$ cat src/wes_pkg.sv
package wes_pkg;
  localparam int WES_DATA_W = 8;
  localparam int WES_ADDR_W = 8;

  // register offsets within the runtime block
  localparam logic [7:0] WES_OFF_SUMMARY = 8'h00;
  localparam logic [7:0] WES_OFF_SPARE_A = 8'h01;
  localparam logic [7:0] WES_OFF_MASTER = 8'h02;
  localparam logic [7:0] WES_OFF_SPARE_B = 8'h03;
  localparam logic [7:0] WES_OFF_FLAGS_A = 8'h04;
  localparam logic [7:0] WES_OFF_FLAGS_B = 8'h05;
  localparam logic [7:0] WES_OFF_FLAGS_C = 8'h06;

  // field positions
  localparam int WES_PENDING_BIT = 0;
  localparam int WES_ENABLE_BIT = 0;
  localparam int WES_A_RING_TWO_BIT = 1;
  localparam int WES_A_RING_ONE_BIT = 2;
  localparam int WES_A_KEYBOARD_BIT = 3;
  localparam int WES_A_MOUSE_BIT = 4;
  localparam int WES_A_SPEC_KEY_BIT = 5;
  localparam int WES_A_FAN_ONE_BIT = 6;
  localparam int WES_A_FAN_TWO_BIT = 7;
  localparam int WES_C_DEV_IRQ_BIT = 3;

  // implemented bits of each source flag register
  localparam logic [7:0] WES_MASK_A = 8'hfe;
  localparam logic [7:0] WES_MASK_B = 8'hff;
  localparam logic [7:0] WES_MASK_C = 8'hff;

  // standby reset values
  localparam logic [7:0] WES_RST_SUMMARY = 8'h00;
  localparam logic [7:0] WES_RST_MASTER = 8'h00;
  localparam logic [7:0] WES_RST_FLAGS = 8'h00;
  localparam logic [7:0] WES_READ_ZERO = 8'h00;
endpackage : wes_pkg

$ cat src/wes_flag_bank.sv
`timescale 1ns/1ps
module wes_flag_bank #(
  parameter int WIDTH = 8,
  parameter logic [WIDTH-1:0] MASK = '1
) (
  // clock and standby reset
  input wire logic core_clk,
  input wire logic rst,
  // events and software clear
  input wire logic [WIDTH-1:0] event_in,
  input wire logic [WIDTH-1:0] clear_in,
  // sticky flags
  output logic [WIDTH-1:0] flags
);
  import wes_pkg::*;

  typedef struct packed {
    logic [WIDTH-1:0] flags;
  } wes_bank_state_t;

  wes_bank_state_t state_reg;
  wes_bank_state_t state_next;

  always_comb begin
    state_next = state_reg;
    // set wins over a same-cycle clear
    state_next.flags = ((state_reg.flags & ~clear_in) | event_in) & MASK;
  end

  always_ff @(posedge core_clk) begin
    if (rst) begin
      state_reg <= '0;
    end else begin
      state_reg <= state_next;
    end
  end

  assign flags = state_reg.flags;

  AST_FLAG_STICKS: assert property (@(posedge core_clk) disable iff (rst)
    (|(event_in & MASK)) |=> ((flags & $past(event_in) & MASK) == ($past(event_in) & MASK))
  ) else $error("event did not set its flag");

  AST_FLAG_W1C: assert property (@(posedge core_clk) disable iff (rst)
    (|(clear_in & ~event_in)) |=> ((flags & $past(clear_in) & ~$past(event_in)) == '0)
  ) else $error("write of one did not clear flag");

  AST_FLAG_HOLDS: assert property (@(posedge core_clk) disable iff (rst)
    (clear_in == '0) |=> ((flags & $past(flags)) == $past(flags))
  ) else $error("flag dropped without a clear");
endmodule : wes_flag_bank

$ cat src/wes_wake_drive.sv
`timescale 1ns/1ps
module wes_wake_drive (
  // clock and standby reset
  input wire logic core_clk,
  input wire logic rst,
  // enabled source hit, software clear, master enable
  input wire logic source_hit,
  input wire logic pending_clear,
  input wire logic master_enable,
  // pending flag and active-low wake line
  output logic pending,
  output logic wake_request_out_n
);
  import wes_pkg::*;

  typedef struct packed {
    logic pending;
    logic wake_n;
  } wes_drive_state_t;

  wes_drive_state_t state_reg;
  wes_drive_state_t state_next;

  always_comb begin
    state_next = state_reg;
    // pending follows what the line would do, whatever the master enable
    state_next.pending = source_hit | (state_reg.pending & ~pending_clear);
    state_next.wake_n = ~(state_reg.pending & master_enable);
  end

  always_ff @(posedge core_clk) begin
    if (rst) begin
      state_reg.pending <= 1'b0;
      state_reg.wake_n <= 1'b1;
    end else begin
      state_reg <= state_next;
    end
  end

  assign pending = state_reg.pending;
  assign wake_request_out_n = state_reg.wake_n;

  AST_DRIVE_ON: assert property (@(posedge core_clk) disable iff (rst)
    (pending && master_enable) |=> !wake_request_out_n
  ) else $error("wake line not driven while pending and enabled");

  AST_DRIVE_OFF: assert property (@(posedge core_clk) disable iff (rst)
    !master_enable |=> wake_request_out_n
  ) else $error("wake line driven with master enable off");

  AST_CLEAR_RELEASES: assert property (@(posedge core_clk) disable iff (rst)
    (pending_clear && !source_hit) ##1 !source_hit |=> wake_request_out_n
  ) else $error("wake line still driven after clear");
endmodule : wes_wake_drive

$ cat src/wes_wake_status.sv
`timescale 1ns/1ps
// Overview of operation
// - pending flag sets whenever the wake line would be driven, master enable ignored.
// - writing one to pending clears it and releases the wake line, unless an enabled, flagged source still hits in that cycle.
// - writing zero to pending changes nothing.
// - master enable bit 0 at offset 02; zero (default) keeps the line idle.
// - master enable and pending survive main, soft and bus resets.
// - standby reset clears summary, master enable and three flag registers.
// - offsets 01 and 03 read as zero.
// - source flags record events regardless of source or master enables.
// - an event sets its source flag; it stays until software clears it.
// - source flags are write-one-to-clear and survive main, soft and bus resets.
// - offset 04: ring two, ring one, keyboard, mouse, key, fan one, fan two.
// - offset 05 bits 0-7 hold general pins 10-17.
// - offset 06: pins 20-22, grouped device irq at bit 3, pins 24-27.
// - a source drives the line only if enabled, flagged and master enabled.
module wes_wake_status (
  // clock and standby power-on reset
  input wire logic core_clk,
  input wire logic rst,
  // runtime register port
  input wire logic reg_wr_en,
  input wire logic reg_rd_en,
  input wire logic [wes_pkg::WES_ADDR_W-1:0] reg_addr,
  input wire logic [wes_pkg::WES_DATA_W-1:0] reg_wdata,
  output logic [wes_pkg::WES_DATA_W-1:0] reg_rdata,
  // wake sources for flag register a
  input wire logic ring_indicate_two_wake,
  input wire logic ring_indicate_one_wake,
  input wire logic keyboard_wake,
  input wire logic mouse_wake,
  input wire logic specific_key_wake,
  input wire logic fan_speed_one_wake,
  input wire logic fan_speed_two_wake,
  // wake sources for flag register b
  input wire logic general_io_pin_10,
  input wire logic general_io_pin_11,
  input wire logic general_io_pin_12,
  input wire logic general_io_pin_13,
  input wire logic general_io_pin_14,
  input wire logic general_io_pin_15,
  input wire logic general_io_pin_16,
  input wire logic general_io_pin_17,
  // wake sources for flag register c
  input wire logic general_io_pin_20,
  input wire logic general_io_pin_21,
  input wire logic general_io_pin_22,
  input wire logic grouped_device_irq_status,
  input wire logic general_io_pin_24,
  input wire logic general_io_pin_25,
  input wire logic general_io_pin_26,
  input wire logic general_io_pin_27,
  // per-source enables, one bit per flag bit
  input wire logic [wes_pkg::WES_DATA_W-1:0] source_enable_a,
  input wire logic [wes_pkg::WES_DATA_W-1:0] source_enable_b,
  input wire logic [wes_pkg::WES_DATA_W-1:0] source_enable_c,
  // wake line to the chipset, active low
  output logic wake_request_out_n
);
  import wes_pkg::*;

  typedef struct packed {
    logic master_enable;
    logic [WES_DATA_W-1:0] rdata;
  } wes_top_state_t;

  wes_top_state_t state_reg;
  wes_top_state_t state_next;

  logic [WES_DATA_W-1:0] event_a;
  logic [WES_DATA_W-1:0] event_b;
  logic [WES_DATA_W-1:0] event_c;
  logic [WES_DATA_W-1:0] clear_a;
  logic [WES_DATA_W-1:0] clear_b;
  logic [WES_DATA_W-1:0] clear_c;
  logic [WES_DATA_W-1:0] flags_a;
  logic [WES_DATA_W-1:0] flags_b;
  logic [WES_DATA_W-1:0] flags_c;
  logic source_hit;
  logic pending_clear;
  logic pending;
  logic wake_n;

  function automatic logic wes_hit(
    input logic [WES_DATA_W-1:0] flags,
    input logic [WES_DATA_W-1:0] enables
  );
    wes_hit = |(flags & enables);
  endfunction : wes_hit

  function automatic logic wes_wr_at(
    input logic wr_en,
    input logic [WES_ADDR_W-1:0] addr,
    input logic [WES_ADDR_W-1:0] offset
  );
    wes_wr_at = wr_en && (addr == offset);
  endfunction : wes_wr_at

  // source bit layout
  always_comb begin
    event_a = '0;
    event_a[WES_A_RING_TWO_BIT] = ring_indicate_two_wake;
    event_a[WES_A_RING_ONE_BIT] = ring_indicate_one_wake;
    event_a[WES_A_KEYBOARD_BIT] = keyboard_wake;
    event_a[WES_A_MOUSE_BIT] = mouse_wake;
    event_a[WES_A_SPEC_KEY_BIT] = specific_key_wake;
    event_a[WES_A_FAN_ONE_BIT] = fan_speed_one_wake;
    event_a[WES_A_FAN_TWO_BIT] = fan_speed_two_wake;
  end

  assign event_b = {general_io_pin_17, general_io_pin_16, general_io_pin_15,
                    general_io_pin_14, general_io_pin_13, general_io_pin_12,
                    general_io_pin_11, general_io_pin_10};
  assign event_c = {general_io_pin_27, general_io_pin_26, general_io_pin_25,
                    general_io_pin_24, grouped_device_irq_status,
                    general_io_pin_22, general_io_pin_21, general_io_pin_20};

  // write-one-to-clear strobes
  assign clear_a = wes_wr_at(reg_wr_en, reg_addr, WES_OFF_FLAGS_A) ? reg_wdata : '0;
  assign clear_b = wes_wr_at(reg_wr_en, reg_addr, WES_OFF_FLAGS_B) ? reg_wdata : '0;
  assign clear_c = wes_wr_at(reg_wr_en, reg_addr, WES_OFF_FLAGS_C) ? reg_wdata : '0;
  assign pending_clear = wes_wr_at(reg_wr_en, reg_addr, WES_OFF_SUMMARY)
                         && reg_wdata[WES_PENDING_BIT];

  // any enabled, flagged source would drive the line
  assign source_hit = wes_hit(flags_a, source_enable_a)
                      || wes_hit(flags_b, source_enable_b)
                      || wes_hit(flags_c, source_enable_c);

  wes_flag_bank #(
    .WIDTH(WES_DATA_W),
    .MASK(WES_MASK_A)
  ) u_flags_a (
    .core_clk(core_clk),
    .rst(rst),
    .event_in(event_a),
    .clear_in(clear_a),
    .flags(flags_a)
  );

  wes_flag_bank #(
    .WIDTH(WES_DATA_W),
    .MASK(WES_MASK_B)
  ) u_flags_b (
    .core_clk(core_clk),
    .rst(rst),
    .event_in(event_b),
    .clear_in(clear_b),
    .flags(flags_b)
  );

  wes_flag_bank #(
    .WIDTH(WES_DATA_W),
    .MASK(WES_MASK_C)
  ) u_flags_c (
    .core_clk(core_clk),
    .rst(rst),
    .event_in(event_c),
    .clear_in(clear_c),
    .flags(flags_c)
  );

  wes_wake_drive u_drive (
    .core_clk(core_clk),
    .rst(rst),
    .source_hit(source_hit),
    .pending_clear(pending_clear),
    .master_enable(state_reg.master_enable),
    .pending(pending),
    .wake_request_out_n(wake_n)
  );

  assign wake_request_out_n = wake_n;

  always_comb begin
    state_next = state_reg;
    if (wes_wr_at(reg_wr_en, reg_addr, WES_OFF_MASTER)) begin
      // only bit 0 is stored; reserved bits dropped
      state_next.master_enable = reg_wdata[WES_ENABLE_BIT];
    end
    if (reg_rd_en) begin
      state_next.rdata = WES_READ_ZERO;
      if (reg_addr == WES_OFF_SUMMARY) begin
        state_next.rdata[WES_PENDING_BIT] = pending;
      end else if (reg_addr == WES_OFF_MASTER) begin
        state_next.rdata[WES_ENABLE_BIT] = state_reg.master_enable;
      end else if (reg_addr == WES_OFF_FLAGS_A) begin
        state_next.rdata = flags_a;
      end else if (reg_addr == WES_OFF_FLAGS_B) begin
        state_next.rdata = flags_b;
      end else if (reg_addr == WES_OFF_FLAGS_C) begin
        state_next.rdata = flags_c;
      end else begin
        state_next.rdata = WES_READ_ZERO;
      end
    end
  end

  // only the standby reset reaches this state; other resets are not wired in
  always_ff @(posedge core_clk) begin
    if (rst) begin
      state_reg.master_enable <= WES_RST_MASTER[WES_ENABLE_BIT];
      state_reg.rdata <= WES_READ_ZERO;
    end else begin
      state_reg <= state_next;
    end
  end

  assign reg_rdata = state_reg.rdata;

  AST_PENDING_SETS: assert property (@(posedge core_clk) disable iff (rst)
    source_hit |=> pending
  ) else $error("pending not set by an enabled flagged source");

  AST_PENDING_CLEARS: assert property (@(posedge core_clk) disable iff (rst)
    (pending_clear && !source_hit) |=> !pending
  ) else $error("pending not cleared by write of one");

  AST_ZERO_WRITE_KEEPS: assert property (@(posedge core_clk) disable iff (rst)
    (reg_wr_en && reg_addr == WES_OFF_SUMMARY && !reg_wdata[WES_PENDING_BIT] && pending)
    |=> pending
  ) else $error("write of zero changed pending");

  AST_MASTER_WRITE: assert property (@(posedge core_clk) disable iff (rst)
    (reg_wr_en && reg_addr == WES_OFF_MASTER)
    |=> (state_reg.master_enable == $past(reg_wdata[WES_ENABLE_BIT]))
  ) else $error("master enable not written");

  AST_MASTER_LINE_IDLE: assert property (@(posedge core_clk) disable iff (rst)
    (!state_reg.master_enable)[*2] |-> wake_request_out_n
  ) else $error("wake line driven while master enable off");

  AST_SPARE_READ_ZERO: assert property (@(posedge core_clk) disable iff (rst)
    (reg_rd_en && (reg_addr == WES_OFF_SPARE_A || reg_addr == WES_OFF_SPARE_B))
    |=> (reg_rdata == WES_READ_ZERO)
  ) else $error("spare offset read nonzero");

  AST_RESERVED_READ_ZERO: assert property (@(posedge core_clk) disable iff (rst)
    (reg_rd_en && (reg_addr == WES_OFF_SUMMARY || reg_addr == WES_OFF_MASTER))
    |=> (reg_rdata[WES_DATA_W-1:1] == '0)
  ) else $error("reserved bits read nonzero");

  AST_DISABLED_SOURCE_FLAGS: assert property (@(posedge core_clk) disable iff (rst)
    (general_io_pin_10 && source_enable_b[0] == 1'b0) |=> flags_b[0]
  ) else $error("disabled source did not record its event");

  AST_STANDBY_RESET: assert property (@(posedge core_clk)
    rst |=> (flags_a == WES_RST_FLAGS && flags_b == WES_RST_FLAGS
             && flags_c == WES_RST_FLAGS && !pending && !state_reg.master_enable)
  ) else $error("standby reset left state nonzero");

  AST_READ_FLAGS_A: assert property (@(posedge core_clk) disable iff (rst)
    (reg_rd_en && reg_addr == WES_OFF_FLAGS_A)
    |=> (reg_rdata == $past(flags_a))
  ) else $error("read of flag register a wrong");

  AST_READ_FLAGS_B: assert property (@(posedge core_clk) disable iff (rst)
    (reg_rd_en && reg_addr == WES_OFF_FLAGS_B)
    |=> (reg_rdata == $past(flags_b))
  ) else $error("read of flag register b wrong");

  AST_READ_FLAGS_C: assert property (@(posedge core_clk) disable iff (rst)
    (reg_rd_en && reg_addr == WES_OFF_FLAGS_C)
    |=> (reg_rdata == $past(flags_c))
  ) else $error("read of flag register c wrong");

  AST_READ_PENDING: assert property (@(posedge core_clk) disable iff (rst)
    (reg_rd_en && reg_addr == WES_OFF_SUMMARY)
    |=> (reg_rdata[WES_PENDING_BIT] == $past(pending))
  ) else $error("read of pending flag wrong");

  AST_READ_MASTER: assert property (@(posedge core_clk) disable iff (rst)
    (reg_rd_en && reg_addr == WES_OFF_MASTER)
    |=> (reg_rdata[WES_ENABLE_BIT] == $past(state_reg.master_enable))
  ) else $error("read of master enable wrong");

  AST_FLAG_A_SPARE_ZERO: assert property (@(posedge core_clk) disable iff (rst)
    1'b1
    |-> ((flags_a & ~WES_MASK_A) == WES_READ_ZERO)
  ) else $error("reserved bit of flag register a set");

  AST_PENDING_HOLDS: assert property (@(posedge core_clk) disable iff (rst)
    (pending && !pending_clear)
    |=> pending
  ) else $error("pending dropped without a clear");

  AST_PENDING_NEEDS_HIT: assert property (@(posedge core_clk) disable iff (rst)
    (!pending && !source_hit)
    |=> !pending
  ) else $error("pending set without an enabled flagged source");

  AST_LINE_NEEDS_PENDING: assert property (@(posedge core_clk) disable iff (rst)
    !pending
    |=> wake_request_out_n
  ) else $error("wake line driven without pending");

  AST_MASTER_HOLDS: assert property (@(posedge core_clk) disable iff (rst)
    !(reg_wr_en && reg_addr == WES_OFF_MASTER)
    |=> $stable(state_reg.master_enable)
  ) else $error("master enable changed without a write");
endmodule : wes_wake_status
$ cat config.mk
export PLATFORM = sky130hd
export DESIGN_NAME = wes_wake_status
export DESIGN_NICKNAME = d
export VERILOG_FILES = /design/src/wes_pkg.sv /design/src/wes_flag_bank.sv /design/src/wes_wake_drive.sv /design/src/wes_wake_status.sv
export SDC_FILE = /design/constraint.sdc
export NUM_CORES = 1
export LEC_CHECK = 0
export ABC_CLOCK_PERIOD_IN_PS = 2300
export BUFFER_PORTS_ARGS = -buffer_cell sky130_fd_sc_hd__buf_4
export CORE_ASPECT_RATIO = 1.4
export CORE_MARGIN = 5
export CORE_UTILIZATION = 40
export CTS_CLUSTER_DIAMETER = 30
export DETAILED_ROUTE_END_ITERATION = 10
export PLACE_DENSITY = 0.79
export SLEW_MARGIN = 25
export SYNTH_ARGS = -nofsm -noshare
export SYNTH_HDL_FRONTEND = slang
export SYNTH_SLANG_ARGS = --single-unit
$ cat constraint.sdc
create_clock -name core_clk -period 2.3 [get_ports core_clk]
set_input_delay 0.345 -clock core_clk [delete_from_list [all_inputs] [get_ports core_clk]]
set_output_delay 0.345 -clock core_clk [all_outputs]
set_load 0.005 [all_outputs]
==> results of run 1 <==
-- cell families (layout without fill, tap and decap cells) --
group	Yosys count	count (layout)	share of synthesized area [%]
buffers and inverters	23	96	5.663
AOI/OAI and AO/OA	62	62	23.35
muxes	1	1	0.6207
DFF	34	34	42.20
and+or+nand+nor	81	81	28.16
-- synth_stat cells (all sizes together), types with 3 or more instances --
| cell type | instances | area, um^2 |
|---|---|---|
| nand4 | 26 | 162.7 |
| dfxtp | 34 | 680.7 |
| inv | 7 | 26.28 |
| nor2 | 26 | 97.59 |
| nor2b | 9 | 56.30 |
| a22oi | 8 | 60.06 |
| o221ai | 7 | 61.31 |
| clkbuf | 11 | 41.29 |
| nand3 | 3 | 15.01 |
| a21oi | 40 | 200.2 |
| buf | 4 | 20.02 |
| nand2 | 8 | 30.03 |
-- layout make-up --
type                       count  share of cell area, %
multi-input combinational    144                  36.84
sequential                    34                  29.52
timing repair buffer          80                  26.04
clock buffer                   7                  3.744
tap                           43                  2.333
inverter                       8                  1.302
clock inverter                 1                 0.2170
-- placed cells by master (no fill, tap or decap) --
cell,Yosys,final
and3b_1,1,1
mux2i_1,1,1
nand4_1,26,26
nor3b_1,1,1
a22o_1,1,1
a31oi_1,1,1
buf_4,0,80
nor2_1,26,26
o21ai_0,1,1
a21oi_1,40,40
inv_1,7,7
nand4b_1,1,1
a22oi_1,8,8
a2111oi_0,1,1
nor4b_4,1,1
or4_4,1,1
o221ai_1,7,7
clkbuf_8,0,6
nand3b_1,1,1
nand2b_1,1,1
nor2b_1,9,9
or2_2,1,1
a221oi_1,1,1
dfxtp_1,34,34
nor4_4,0,1
clkinv_2,0,1
clkbuf_1,11,1
clkinv_1,1,1
nand2_1,8,8
a222oi_1,1,1
nand3_1,3,3
a211oi_1,1,1
-- tightest hold or removal path, cell delays in order --
cell     delay [ns]
buf_4          0.08
a21oi_1        0.03
nor2_1         0.06
-- routing by layer --
layer / track usage, % / vias to the layer above / wire length [um]
li1: - / 891 / -
met1: 22.53 / 825 / 1928
met2: 31.24 / 78 / 2665
met3: 4.901 / 14 / 318
met4: 10.02 / 0 / 144
met5: 0 / - / 0
-- final timing paths --
kind                           start  cells past startpoint                    endpoint  slack (ns)
setup / recovery         reg_addr[7]                      5                reg_rdata[6]        0.73
hold / removal     general_io_pin_16                      3          u_flags_b.flags[6]        0.26
setup reg to reg  u_flags_b.flags[0]                      4             u_drive.pending        1.17
hold reg to reg         state_reg[8]                      1  u_drive.wake_request_out_n        0.45
-- through the flow --
stage / hold slack [ns] / utilization [%] / power (mW) / cell area [um^2] / worst slack (ns)
final: 0.2618 / 58.84 / 1.310 / 2306 / 0.7341
after global routing: 0.2598 / 58.84 / 1.371 / 2306 / 0.6443
after CTS: 0.2623 / 58.84 / 1.313 / 2306 / 0.7273
after detailed placement: 0.4218 / 56.51 / 0.8675 / 2215 / 0.4494
after global placement: 0.4141 / 56.51 / 0.8640 / 2215 / 0.4495
after floorplan: 0.3936 / - / 0.7388 / 1613 / 0.7012
-- report_power, final --
part	leakage, nW	switching [mW]	internal [mW]
registers	0.282	0.0281	0.619
clock network	0.0482	0.212	0.241
logic	0.622	0.0932	0.116
total	0.952	0.334	0.977
==> results.md, run 1 <==
- Leak: 0.9518 nW
- CTS resizes: 0
- Die height: 85.13 um
- Post-DRT Antenna Nets: 0
- Final net count: 340
- Register area: 680.7 um^2
- Diode count: 0
- Hold_buf cts: 0
- Crit. End Element: flop
- DRT Wirelength: 5056 um
- Status: finished, final reports clean
- Final Hold Violating Endpoints: 0
- Register area share after synthesis: 42.20%
- First-pass GRT wire length: 8376 um
- CP top delay family: simple AND/OR/NAND/NOR gates
- WP data arrival: 1.78 ns
- Port buffer count: 74
- Tightest Pin Transition: 0.4066 ns
- DR iter-0 viols: 64
- Fin. max-slew vios: 0
- Die width: 63.67 um
- Placed Cells incl. Taps: 309
- Fin crit share: 68.08%
- Die area: 5420 um^2
- Worst hold path type: input port to flop
- CTS tree: yes
- Cell Count, Final, Fillers Out: 317
- Synth Cell Area: 1613 um^2
- Sink Count: 34
- Maximum fanout along the worst path: 7
- Vias post-DR: 1808
- Clock Tree Buf Depth: 2
- DRC: 0
- Clock latency on the worst-skew pair: 0.28 ns
- Total negative slack: 0 ns
- Register clock-pin slew on the reported worst setup and hold paths: 0.07 ns
- Post-DP HPWL: 3875 um
- DR vias/cell: 5.703
- Post-synthesis cell type count: 30
- Vias in the first global route: 1789
- Number of synthesized flops with an enable pin: 0
- Initial Util: 41.16%
- Synthesis Warnings: 0
- Postcts setup bufs: 0
- Cells after Synth: 201
- Maximum vdd drop: 0.4683 mV
- CP startpoint kind: input port
- CP max-delay cell: or4_4
- Final setup violation count: 0
- Routed len/inst: 15.95 um
- CP Cell Sequence: buf_4 > or4_4 > nor4b_4 > o221ai_1 > a21oi_1
- Max incr delay on CP: 0.55 ns
- Root Buffer: clkbuf_8
- Syn Nets: 268
- Multi-input gate area: 849.6 um^2
- Critical Path RT: 2.52 ns
- Number of max-cap violations: 0
- Pin count of the biggest net entering global routing: 35
- Top_reg_cell synth: dfxtp_1
- Total grt overflow: 0
- RSZ-0062 raised after global routing: no
- Max H-tree Level: 2
- Worst path bufs/invs: 1
- Rows: 27
- Relative max-transition margin: 72.78%
- 1st-pass router iterations: 5
- Io pins: 76
- Syn avg cell area: 8.024 um^2
- Power density cells: 568.2 nW/um^2
- Final setup skew: 0.003295 ns
- Fill cell count: 354
- GPL Wtd Cong: 0.9002
- GRT Total Usage: 19.05%
- Area grow syn2layout: 42.98%
- Kind of critical path: input port to flop
- Top achievable clock speed: 638.6 MHz
- Layout cells sized above 1: 33.21%
- Async set or reset register ratio after synthesis: 0%
- Crit path time final: 1.566 ns
- Initial antenna violation count: 0
- Core Box Area: 3919 um^2
- CTS buffer count: 5
- FF+latch count, synth: 34
Power figures use the tool's default switching activity.
==> inputs of run 2 (changes only) <==
ABC_AREA = 1   (was not set)
ABC_CLOCK_PERIOD_IN_PS = 1530   (was 2300)
PLACE_DENSITY = 0.78   (was 0.79)
clock period = 1.53 ns   (was 2.3 ns; I/O delays follow)
==> run 2 against run 1 <==
Highest routed layer unchanged. Register-to-register slack lost 0.57 ns. First-iteration DRC count grew 33%. Routed wire length grew 2.7%. Hold slack lost 0.082 ns.
==> results.md, run 2 <==
- Status: finished, final reports clean
- Maximum fanout along the worst path: 8
- Routed len/inst: 12.76 um
- Leak: 1.251 nW
- Final Hold Violating Endpoints: 0
- RSZ-0062 raised after global routing: no
- Port buffer count: 74
- CTS resizes: 0
- Placed Cells incl. Taps: 399
- Clock latency on the worst-skew pair: 0.29 ns
- Top_reg_cell synth: dfxtp_1
- Crit. End Element: flop
- Critical Path RT: 1.69 ns
- Die area: 5933 um^2
- Register clock-pin slew on the reported worst setup and hold paths: 0.07 ns
- Diode count: 0
- DRC: 0
- Synth area leader: dfxtp_1
- Rows: 28
- Area grow syn2layout: 39.62%
- GR met2 Demand/Resource: 32.49%
- Postcts setup bufs: 0
- Layout cells sized above 1: 29.68%
- Synth Cell Area: 1790 um^2
- DR vias/cell: 4.813
- Max H-tree Level: 2
- Fill cell count: 431
- Tightest Pin Transition: 0.3759 ns
- 1st-pass router iterations: 4
- Capture point of the worst reg-to-reg path: u_drive.pending
- Maximum vdd drop: 0.5946 mV
- Met3 usage: 4.654%
- Number of synthesized flops with an enable pin: 0
- Total grt overflow: 0
- Worst hold path type: input port to flop
- Final net count: 413
- Reg2reg path depth: 6
- Synthesis Warnings: 0
- Most frequent cells in the layout: 79 x buf_4, 58 x nand2_1, 47 x inv_1, 34 x dfxtp_1
- Kind of critical path: input port to flop
- Io pins: 76
- Initial antenna violation count: 0
- Number of max-cap violations: 0
- Clock Tree Buf Depth: 2
- Met1 Use GR: 20.00%
- Post-DP Area: 2405 um^2
- Power density cells: 788.8 nW/um^2
- Post-synthesis cell type count: 22
- DRT Wirelength: 5194 um
- CTS buffer count: 5
- Gr busiest metal: met2
- Total negative slack: 0 ns
- Cell Count, Final, Fillers Out: 407
- Final setup skew: 0.007599 ns
- Post-DP HPWL: 4127 um
- Async set or reset register ratio after synthesis: 0%
- Hold Path Sink: u_flags_c.flags[5]
- Util after Layout: 58.49%
- Register area share after synthesis: 38.02%
- Top post-synthesis cells by count: 58 x nand2_1, 47 x inv_1, 34 x dfxtp_1
- Post-synth top area share: 38.02%
- Register area: 680.7 um^2
- Core Box Area: 4274 um^2
- CTS tree: yes
- Hold path depth: 3
- Fin. max-slew vios: 0
- Root Buffer: clkbuf_8
- Most common cell after layout, fill and taps aside: buf_4
- Hold_buf cts: 0
- Vias in the first global route: 1929
- First-pass GRT wire length: 8252 um
- Die width: 66.55 um
- Relative max-transition margin: 74.94%
- Top achievable clock speed: 928.8 MHz
- Die height: 89.16 um
- Pin count of the biggest net entering global routing: 34
- Cells after Synth: 268
- Vias post-DR: 1959
- DR iter-0 viols: 85
- Post-DRT Antenna Nets: 0
- CP startpoint kind: input port
- Final setup violation count: 0
- Dpl ws: 0.1657 ns
- Synth area leaders: dfxtp_1 38%, nand2_1 12%, inv_1 9.9%
- Pwr Total: 1.972 mW
- R2r setup slk: 0.60 ns
- WP data arrival: 1.24 ns
- Critical R2R Launch: u_flags_a.flags[5]
- Syn Nets: 335
- Initial Util: 41.89%
- GPL Wtd Cong: 0.9202
- Fin crit share: 70.37%
- Syn avg cell area: 6.681 um^2
- Finished Cell Area: 2500 um^2
- Sink Count: 34
- Most used standard cell by instance count after synthesis: nand2_1
- Final WS setup: 0.4534 ns
- HP Start: general_io_pin_25
- FF+latch count, synth: 34
- Multi-input gate area: 868.3 um^2
- Hold slack final: 0.1801 ns
- Crit path time final: 1.077 ns
- GRT Total Usage: 18.41%
## run 2: cell types whose count changed in the layout (fill, tap and decap cells not counted), sizes merged, moves of 5 or more
cell / change
nor2b: -9
nor2: -5
o221ai: -7
nand3: +25
o21ai: +16
a22oi: -8
inv: +42
nand2: +55
o31ai: +7
a21oi: -8
nand4: -20
## run 2: worst max-delay path: stages
cell and delay, ns:
buf_4 0.11, nor2_1 0.09, nand3_1 0.13, nor2_4 0.20
nand2_2 0.16, o21ai_0 0.21, a21oi_1 0.09
## run 2: layout make-up
cell class,count,area share [%]
inverters,50,7.508
clock inverters,2,0.5005
flip-flops and latches,34,27.23
multi-input cells,176,34.73
repair buffers,79,23.72
clock buffers,6,3.303
well taps,60,3.003
## run 2: layer usage
layer | wire length [um] | share of wire, %
met1 | 2072 | 40
met2 | 2650 | 51
met3 | 316 | 6.1
met4 | 153 | 2.9
met5 | 0 | 0
## run 2: power by group
group	switching, mW	internal [mW]	leakage (nW)
sequential	0.0365	0.931	0.282
combinational	0.143	0.165	0.922
clock	0.335	0.361	0.0472
total	0.514	1.46	1.25
## run 2: kinds of logic after synthesis
family | synth area share, %
and+or+nand+nor | 30.61
buffers and inverters | 13.49
DFF | 38.02
AOI/OAI and AO/OA | 17.89
## run 2: worst max path at each step
stage                      from                  to  slack (ns)  depth (start not counted)
floorplan           reg_addr[7]  u_flags_c.flags[0]        0.46                          6
global placement    reg_addr[6]  u_flags_b.flags[5]        0.19                          8
detailed placement  reg_addr[7]  u_flags_c.flags[3]        0.17                          7
CTS                 reg_addr[7]  u_flags_c.flags[3]        0.47                          7
global route        reg_addr[7]  u_flags_c.flags[4]        0.34                          7
finish              reg_addr[7]  u_flags_c.flags[3]        0.45                          7
